<file path="config.mk">
export PLATFORM = sky130hd
export DESIGN_NAME = time_interval_counter
export DESIGN_NICKNAME = d
export VERILOG_FILES = /design/src/include/tic_pkg.sv /design/src/core/time_interval_counter.sv /design/src/core/xtal_step_gen.sv
export SDC_FILE = /design/constraint.sdc
export NUM_CORES = 1
export LEC_CHECK = 0
export BUFFER_PORTS_ARGS = -buffer_cell sky130_fd_sc_hd__buf_2
export CAP_MARGIN = 20
export CORE_ASPECT_RATIO = 0.8
export CORE_MARGIN = 2
export CORE_UTILIZATION = 45
export DETAILED_ROUTE_END_ITERATION = 10
export PLACE_DENSITY = 0.64
export SLEW_MARGIN = 30
export SYNTH_ARGS = -nofsm -noshare
export SYNTH_HDL_FRONTEND = slang
export SYNTH_SLANG_ARGS = --single-unit
</file>
<file path="constraint.sdc">
create_clock -name sys_clk -period 5.95 [get_ports sys_clk]
set_clock_uncertainty 0.2 [all_clocks]
set_input_delay 1.19 -clock sys_clk [delete_from_list [all_inputs] [get_ports sys_clk]]
set_output_delay 1.19 -clock sys_clk [all_outputs]
set_load 0.02 [all_outputs]
</file>
<file path="src/include/tic_pkg.sv">
package tic_pkg;

    ////////////////////////////////////////////////////////////////////////////
    // register offsets on the special function register port
    localparam logic [7:0] OFS_CONTROL = 8'hA1; // timekeeper_control
    localparam logic [7:0] OFS_FRAC = 8'hA2; // fraction_count
    localparam logic [7:0] OFS_SEC = 8'hA3; // s_unit_count
    localparam logic [7:0] OFS_MIN = 8'hA4; // m_unit_count
    localparam logic [7:0] OFS_HOUR = 8'hA5; // hour_count
    localparam logic [7:0] OFS_TARGET = 8'hA6; // interval_target

    // value of every register after power-on
    localparam logic [7:0] RESET_VALUE = 8'h00;

    ////////////////////////////////////////////////////////////////////////////
    // control field positions
    localparam int CTRL_CLK_EN = 0; // timebase_clock_enable
    localparam int CTRL_IVAL_EN = 1; // interval_count_enable
    localparam int CTRL_FLAG = 2; // interval_match_flag
    localparam int CTRL_ONESHOT = 3; // one_shot_select
    localparam int CTRL_BASE_LO = 4; // interval_base_select_lo
    localparam int CTRL_BASE_HI = 5; // interval_base_select_hi
    localparam int CTRL_DAYHOUR = 6; // day_hour_select
    localparam int CTRL_UNUSED = 7; // not implemented, reads zero

    ////////////////////////////////////////////////////////////////////////////
    // last value of each counter before it wraps to zero
    localparam logic [7:0] FRAC_LAST = 8'h7F; // 127
    localparam logic [7:0] SIXTY_LAST = 8'h3B; // 59
    localparam logic [7:0] HOUR_DAY_LAST = 8'h17; // 23
    localparam logic [7:0] HOUR_FULL_LAST = 8'hFF; // 255

    ////////////////////////////////////////////////////////////////////////////
    // crystal and fraction rates
    localparam int XTAL_HZ = 32768; // crystal frequency
    localparam int FRAC_HZ = 128; // fraction steps per second
    localparam int XTAL_PER_FRAC = XTAL_HZ / FRAC_HZ; // crystal edges per step
    localparam logic [7:0] XTAL_DIV_LAST = 8'(XTAL_PER_FRAC - 1);

    // interval timebase selection
    typedef enum logic [1:0] {
        BASE_FRAC = 2'h0,
        BASE_SEC = 2'h1,
        BASE_MIN = 2'h2,
        BASE_HOUR = 2'h3
    } base_t;

    // register access sequencer, one-hot
    typedef enum logic [1:0] {
        ACC_IDLE = 2'h1,
        ACC_BUSY = 2'h2
    } access_state_t;

endpackage

</file>
<file path="src/core/time_interval_counter.sv">
// Functional notes
// - count from crystal, also during power-down
// - register accesses finish on crystal ticks
// - fraction counts 0..127, wrap steps seconds
// - seconds count 0..59, wrap steps minutes
// - minutes count 0..59, wrap steps hours
// - hours wrap at 23 or 255
// - base select picks interval step source
// - interval count equals target sets flag
// - flag raises interrupt, held until cleared
// - flag wakes part from power-down
// - one-shot clears enable, else reload
// - interval enable runs or clears counter
// - clock disable restores last written time
// - control bit 7 ignores writes
// - all registers reset to zero
module time_interval_counter (
    input wire logic sys_clk,
    input wire logic nrst,
    input wire logic xtal_in,
    input wire logic [7:0] sfr_addr,
    input wire logic [7:0] sfr_wdata,
    input wire logic sfr_wr,
    input wire logic sfr_rd,
    input wire logic tic_irq_enable,
    input wire logic power_down,
    output logic [7:0] sfr_rdata,
    output logic sfr_busy,
    output logic irq_req,
    output logic wake_req
);

    ////////////////////////////////////////////////////////////////////////////
    // declarations
    logic xtal_tick; // one cycle per crystal rising edge
    logic frac_step; // one cycle per 1/128 s
    tic_pkg::access_state_t acc_state; // access sequencer
    logic [7:0] pend_addr; // address held until the crystal tick
    logic [7:0] pend_data; // write data held likewise
    logic pend_wr; // held access is a write
    logic apply; // held access completes this cycle
    logic apply_wr; // completing access is a write
    logic [7:0] control; // timekeeper_control
    logic [7:0] frac; // fraction_count
    logic [7:0] sec; // s_unit_count
    logic [7:0] min; // m_unit_count
    logic [7:0] hour; // hour_count
    logic [7:0] target; // interval_target
    logic [7:0] frac_last; // last software-written time values
    logic [7:0] sec_last;
    logic [7:0] min_last;
    logic [7:0] hour_last;
    logic [7:0] long_interval_counter; // interval count
    logic timebase_clock_enable;
    logic interval_count_enable;
    logic interval_match_flag;
    logic one_shot_select;
    logic day_hour_select;
    tic_pkg::base_t base_sel;
    logic step; // gated fraction step
    logic frac_wrap;
    logic sec_wrap;
    logic min_wrap;
    logic [7:0] hour_top; // wrap point of the hour counter
    logic ival_src; // selected overflow
    logic ival_step; // interval counter advances
    logic [7:0] next_ival; // count after this step
    logic ival_hit; // count reaches target
    logic [7:0] read_mux;

    ////////////////////////////////////////////////////////////////////////////
    // crystal edge and fraction step generator
    xtal_step_gen u_step (
        .sys_clk(sys_clk),
        .nrst(nrst),
        .xtal_in(xtal_in),
        .xtal_tick(xtal_tick),
        .frac_step(frac_step)
    );

    ////////////////////////////////////////////////////////////////////////////
    // register access: held until the next crystal rising edge, then applied
    assign apply = (acc_state == tic_pkg::ACC_BUSY) && xtal_tick;
    assign apply_wr = apply && pend_wr;

    // sequencer; a request while busy or to a foreign address is ignored
    always_ff @(posedge sys_clk or negedge nrst) begin
        if (!nrst) begin
            acc_state <= tic_pkg::ACC_IDLE;
            pend_addr <= tic_pkg::RESET_VALUE;
            pend_data <= tic_pkg::RESET_VALUE;
            pend_wr <= 1'b0;
            sfr_busy <= 1'b0;
        end else begin
            unique case (acc_state)
                tic_pkg::ACC_IDLE: begin
                    if ((sfr_wr || sfr_rd) && sfr_addr >= tic_pkg::OFS_CONTROL
                        && sfr_addr <= tic_pkg::OFS_TARGET) begin
                        pend_addr <= sfr_addr;
                        pend_data <= sfr_wdata;
                        pend_wr <= sfr_wr;
                        acc_state <= tic_pkg::ACC_BUSY;
                        sfr_busy <= 1'b1;
                    end
                end
                tic_pkg::ACC_BUSY: begin
                    // completion waits for the slow clock
                    if (xtal_tick) begin
                        acc_state <= tic_pkg::ACC_IDLE;
                        sfr_busy <= 1'b0;
                    end
                end
                default: begin
                    acc_state <= tic_pkg::ACC_IDLE;
                    sfr_busy <= 1'b0;
                end
            endcase
        end
    end

    // read data taken at completion
    always_comb begin
        unique case (pend_addr)
            tic_pkg::OFS_CONTROL: read_mux = control;
            tic_pkg::OFS_FRAC: read_mux = frac;
            tic_pkg::OFS_SEC: read_mux = sec;
            tic_pkg::OFS_MIN: read_mux = min;
            tic_pkg::OFS_HOUR: read_mux = hour;
            tic_pkg::OFS_TARGET: read_mux = target;
            default: read_mux = tic_pkg::RESET_VALUE;
        endcase
    end

    always_ff @(posedge sys_clk or negedge nrst) begin
        if (!nrst) begin
            sfr_rdata <= tic_pkg::RESET_VALUE;
        end else if (apply && !pend_wr) begin
            sfr_rdata <= read_mux;
        end
    end

    ////////////////////////////////////////////////////////////////////////////
    // control field aliases
    assign timebase_clock_enable = control[tic_pkg::CTRL_CLK_EN];
    assign interval_count_enable = control[tic_pkg::CTRL_IVAL_EN];
    assign interval_match_flag = control[tic_pkg::CTRL_FLAG];
    assign one_shot_select = control[tic_pkg::CTRL_ONESHOT];
    assign day_hour_select = control[tic_pkg::CTRL_DAYHOUR];
    assign base_sel = tic_pkg::base_t'(control[tic_pkg::CTRL_BASE_HI:tic_pkg::CTRL_BASE_LO]);

    ////////////////////////////////////////////////////////////////////////////
    // carry chain; power_down is deliberately not looked at here
    assign step = frac_step && timebase_clock_enable;
    assign frac_wrap = step && (frac == tic_pkg::FRAC_LAST);
    assign sec_wrap = frac_wrap && (sec == tic_pkg::SIXTY_LAST);
    assign min_wrap = sec_wrap && (min == tic_pkg::SIXTY_LAST);
    assign hour_top = day_hour_select ? tic_pkg::HOUR_DAY_LAST
                                      : tic_pkg::HOUR_FULL_LAST;

    // interval step source
    always_comb begin
        unique case (base_sel)
            tic_pkg::BASE_FRAC: ival_src = step;
            tic_pkg::BASE_SEC: ival_src = frac_wrap;
            tic_pkg::BASE_MIN: ival_src = sec_wrap;
            tic_pkg::BASE_HOUR: ival_src = min_wrap;
        endcase
    end

    assign ival_step = ival_src && interval_count_enable;
    assign next_ival = long_interval_counter + 8'h01;
    assign ival_hit = ival_step && (next_ival == target);

    ////////////////////////////////////////////////////////////////////////////
    // last written time values, restored while the clock is disabled
    always_ff @(posedge sys_clk or negedge nrst) begin
        if (!nrst) begin
            frac_last <= tic_pkg::RESET_VALUE;
            sec_last <= tic_pkg::RESET_VALUE;
            min_last <= tic_pkg::RESET_VALUE;
            hour_last <= tic_pkg::RESET_VALUE;
        end else if (apply_wr) begin
            if (pend_addr == tic_pkg::OFS_FRAC) frac_last <= pend_data;
            if (pend_addr == tic_pkg::OFS_SEC) sec_last <= pend_data;
            if (pend_addr == tic_pkg::OFS_MIN) min_last <= pend_data;
            if (pend_addr == tic_pkg::OFS_HOUR) hour_last <= pend_data;
        end
    end

    // time counters: a write wins, a cleared enable restores, else count
    always_ff @(posedge sys_clk or negedge nrst) begin
        if (!nrst) begin
            frac <= tic_pkg::RESET_VALUE;
            sec <= tic_pkg::RESET_VALUE;
            min <= tic_pkg::RESET_VALUE;
            hour <= tic_pkg::RESET_VALUE;
        end else if (apply_wr && pend_addr >= tic_pkg::OFS_FRAC
                     && pend_addr <= tic_pkg::OFS_HOUR) begin
            // preloaded time is taken as written
            if (pend_addr == tic_pkg::OFS_FRAC) frac <= pend_data;
            if (pend_addr == tic_pkg::OFS_SEC) sec <= pend_data;
            if (pend_addr == tic_pkg::OFS_MIN) min <= pend_data;
            if (pend_addr == tic_pkg::OFS_HOUR) hour <= pend_data;
        end else if (!timebase_clock_enable) begin
            frac <= frac_last;
            sec <= sec_last;
            min <= min_last;
            hour <= hour_last;
        end else if (step) begin
            frac <= frac_wrap ? 8'h00 : frac + 8'h01;
            if (frac_wrap) sec <= sec_wrap ? 8'h00 : sec + 8'h01;
            if (sec_wrap) min <= min_wrap ? 8'h00 : min + 8'h01;
            if (min_wrap) hour <= (hour == hour_top) ? 8'h00 : hour + 8'h01;
        end
    end

    // interval target, plain storage
    always_ff @(posedge sys_clk or negedge nrst) begin
        if (!nrst) begin
            target <= tic_pkg::RESET_VALUE;
        end else if (apply_wr && pend_addr == tic_pkg::OFS_TARGET) begin
            target <= pend_data;
        end
    end

    ////////////////////////////////////////////////////////////////////////////
    // interval counter; zeroed on the hit so the next period is full length
    always_ff @(posedge sys_clk or negedge nrst) begin
        if (!nrst) begin
            long_interval_counter <= tic_pkg::RESET_VALUE;
        end else if (!interval_count_enable) begin
            long_interval_counter <= 8'h00;
        end else if (ival_hit) begin
            long_interval_counter <= 8'h00;
        end else if (ival_step) begin
            long_interval_counter <= next_ival;
        end
    end

    // control: bit 7 stays zero; a hit sets the flag even during a clearing write
    always_ff @(posedge sys_clk or negedge nrst) begin
        if (!nrst) begin
            control <= tic_pkg::RESET_VALUE;
        end else begin
            if (apply_wr && pend_addr == tic_pkg::OFS_CONTROL) begin
                control <= {1'b0, pend_data[6:0]};
                if (ival_hit) control[tic_pkg::CTRL_FLAG] <= 1'b1;
            end else if (ival_hit) begin
                control[tic_pkg::CTRL_FLAG] <= 1'b1;
                if (one_shot_select) control[tic_pkg::CTRL_IVAL_EN] <= 1'b0;
            end
        end
    end

    ////////////////////////////////////////////////////////////////////////////
    // interrupt request and wake-up toward the core
    always_ff @(posedge sys_clk or negedge nrst) begin
        if (!nrst) begin
            irq_req <= 1'b0;
            wake_req <= 1'b0;
        end else begin
            irq_req <= interval_match_flag && tic_irq_enable;
            wake_req <= interval_match_flag && tic_irq_enable && power_down;
        end
    end
endmodule

</file>
<file path="src/core/xtal_step_gen.sv">
// brings the crystal into the core clock domain and divides it
module xtal_step_gen (
    input wire logic sys_clk,
    input wire logic nrst,
    input wire logic xtal_in,
    output logic xtal_tick,
    output logic frac_step
);

    logic sync_a; // first stage, read only by sync_b
    logic sync_b; // second stage, safe to use
    logic sync_prev; // delayed copy for the rising edge
    logic [7:0] div_cnt; // crystal edges within one fraction step

    ////////////////////////////////////////////////////////////////////////////
    // two-flop synchroniser on the crystal pin
    always_ff @(posedge sys_clk or negedge nrst) begin
        if (!nrst) begin
            sync_a <= 1'b0;
            sync_b <= 1'b0;
            sync_prev <= 1'b0;
        end else begin
            sync_a <= xtal_in;
            sync_b <= sync_a;
            sync_prev <= sync_b;
        end
    end

    // one core cycle per crystal rising edge
    always_ff @(posedge sys_clk or negedge nrst) begin
        if (!nrst) begin
            xtal_tick <= 1'b0;
        end else begin
            xtal_tick <= sync_b & ~sync_prev;
        end
    end

    // divide by 256 for the 1/128 s step; pulse lands on a crystal tick
    always_ff @(posedge sys_clk or negedge nrst) begin
        if (!nrst) begin
            div_cnt <= 8'h00;
            frac_step <= 1'b0;
        end else begin
            frac_step <= 1'b0;
            if (sync_b & ~sync_prev) begin
                div_cnt <= div_cnt + 8'h01;
                frac_step <= (div_cnt == tic_pkg::XTAL_DIV_LAST);
            end
        end
    end

endmodule

</file>
==> flow_summary.ini <==
[clock_network]
cts_hold_buf = 0
cts-buffers-inserted = 17
clock_sinks = 129
path_clk_slew_ns = 0.06
cts_resized = 0
clkLatencyLatePin_ns = 0.43
root_buffer = clkbuf_16
cts_setup_buffers = 0
clockBufferDepth = 2
ctsHtreeMaxLevel = 4
cts_tree = built

[hold_path]
min_path_cells = 0
hp-class = register to register
hp-start = u_step.sync_a
hold-path-endpoint = u_step.sync_b

[critical_path]
path_buf_inv = 1
cpMaxStageDelayCell = dfrtp_1
cp-end-kind = register
r2r_end = min[5]
startpoint_type = register
required_ns = 6.05
r2r_cells = 7
criticalPathCategory = register to register
reg2reg_from = control[0]
arrival_ns = 3.05
crit_fanout = 19
cp_slowest_stage_delay_ns = 0.62
crit_family = simple AND/OR/NAND/NOR gates
crit_chain = buf_4, nand2_1, nor4_1, and3_1, o21bai_2, o21bai_1, o2bb2ai_1
reg2reg_slack_ns = 3.00

[die]
placeableCoreArea_um2 = 15000
start_util_pct = 45.9
num_rows = 40
die_w_um = 142
die_h_um = 115
die_area_um2 = 16300
ios = 34

[drt]
vias = 5471
via_per_inst = 6.18
antenna_left = 0
drt_iter0_markers = 393
first_pass_iters = 5
wl_per_cell_um = 21.2
route.detailed.drc = 0
wl_mm = 18.8

[synthesis]
ys.flop_type = dfrtp_1
synth.avg_cell_area_um2 = 10.4
synth.distinct_cells = 77
synth_edf_count = 0
ys_seq_area_share_pct = 46.8
synthArstFlopShare_pct = 100
synth_area_um2 = 6890
syn_nets = 689
syn_inst = 660
synth_warnings = 0
ys_ff_latch = 129

[power]
peakVddDrop_uv = 234
p_leak_uw = 0.00343
p_per_area_nw_per_um2 = 293

[job]
maxCapViolations = 0

[sta]
setup_viol_count_final = 0
fin_crit_sh_pct = 49.6
totalNegativeSetupSlack_ns = 0
tightest_slew_ns = 0.880
rsz0062_at_grt = false
hold_viol = 0
maxSlewViolCount = 0
max-slew-margin-rel_pct = 41.0
min_period_ns = 2.95
clock.fmax_ghz = 0.339

[cells_and_area]
nNetsFinal = 713
drive_gt1_share_pct = 23.4
insertedDiodeCount = 0
syn2layout_area_growth_pct = 13.4
fin_util_pct = 52.1

[global_route]
grtUsageTotal_pct = 24.6
grt_pass1_wl_mm = 30.2
grt_pass1_vias = 5343
grt_max_degree = 82
overflow = 0
antenna_found_initial = 0

[placement]
hpwl_mm = 12.7
gp_congestion = 0.906
io_buffers = 33

[outcome]
status = finished clean
-- metal layers --
metal	share of wire, %	vias up	global-route usage [%]	wire length (µm)
met5	0	-	0	0
met1	45	2756	34.0	8550
met4	2.9	0	11.0	550
met3	6.3	40	5.77	1190
li1	-	2495	-	-
met2	45	180	37.2	8500
-- final cells by class --
class,count,area (µm²)
fillers,1345,7190
multi-input cells,477,3420
clock buffers,22,464
inverters,21,78.8
clock inverters,9,180
repair buffers,38,209
flip-flops and latches,129,3230
well taps,189,236
-- stage by stage --
step	hold slack [ns]	std cells	cell area (µm²)	power, µW	setup slack, ns
after floorplan	0.131	660	6890	1070	2.93
after global placement	0.142	854	7160	1150	2.57
after detailed placement	0.154	854	7170	1160	2.59
after CTS	0.168	885	7810	2310	3.01
after global routing	0.181	885	7820	2370	2.80
final	0.159	885	7820	2300	3.00
-- layout by cell type (no fill, tap or decap), types with 3 or more instances in the layout --
cell type | synthesis | routed
o22ai_1 | 7 | 7
or3_1 | 4 | 4
nor3_2 | 5 | 4
dfrtp_1 | 128 | 128
buf_4 | 3 | 5
nor3_1 | 14 | 14
a211oi_1 | 11 | 11
o21ai_0 | 39 | 39
nor2_1 | 33 | 33
mux2_2 | 57 | 57
or2_2 | 3 | 3
and3_1 | 13 | 13
nor4_1 | 4 | 4
a31oi_1 | 6 | 6
clkbuf_1 | 17 | 3
a21oi_1 | 17 | 17
a22oi_1 | 21 | 21
a21oi_4 | 3 | 3
bufinv_16 | 0 | 5
o31ai_2 | 3 | 3
nand3_1 | 34 | 34
ha_1 | 6 | 6
mux2i_1 | 3 | 3
clkbuf_16 | 0 | 17
inv_1 | 21 | 21
buf_2 | 9 | 32
o221a_2 | 5 | 5
a221oi_1 | 4 | 4
nand4b_1 | 3 | 3
o31ai_1 | 10 | 10
xor2_1 | 9 | 9
nor2b_1 | 6 | 6
xnor2_1 | 19 | 19
nand4_1 | 9 | 9
nand2b_1 | 10 | 10
nand2_1 | 62 | 62
a21o_1 | 4 | 4
o211ai_1 | 5 | 5
-- worst max path at each step --
stage | start | endpoint | slack (ns) | cells after the start
after floorplan | sfr_addr[5] | pend_addr[0] | 2.93 | 5
after global placement | sfr_addr[3] | pend_wr | 2.57 | 5
after detailed placement | sfr_addr[3] | pend_data[4] | 2.59 | 5
after CTS | pend_addr[3] | frac[0] | 3.01 | 6
after global routing | control[0] | min[5] | 2.80 | 7
final | control[0] | min[5] | 3.00 | 7
-- synthesized netlist by cell type, drive strengths merged (3+ instances only) --
cell type	count	area share (%)
o221a	5	0.82
and3	13	1.2
xor2	9	1.1
o211ai	5	0.54
or4	3	0.44
or3	5	0.53
a22oi	21	2.3
ha	6	1.1
or2	3	0.27
nand4	9	0.82
dfrtp	128	46
a31oi	6	0.54
nor2	34	2.1
nand2	64	3.6
nor3	19	1.7
nand3	34	2.5
a21o	5	0.56
o22ai	8	0.82
xnor2	19	2.4
a211oi	11	1.2
inv	21	1.1
o21ai	42	3.2
mux2i	4	0.76
clkbuf	18	1.1
a21oi	21	2.1
nor4	6	0.85
nand2b	10	0.91
nand4b	4	0.60
buf	15	1.5
o31ai	13	1.6
a221oi	6	0.94
nor2b	6	0.54
mux2	57	9.3
-- power by group --
group / leakage (µW) / switching (µW) / internal (µW)
combinational: 0.00136 / 71.4 / 51.6
clock: 0.000310 / 387 / 763
sequential: 0.00176 / 102 / 919
-- logic make-up after synthesis --
kind of cell               share of synthesized area, %
DFF                                                46.8
adders and majority gates                          1.09
and+or+nand+nor                                    17.3
muxes                                              10.1
buffers and inverters                              3.74
xor gates and xnor gates                           3.56
AOI/OAI and AO/OA                                  17.4
(Power assumes the default switching activity.)
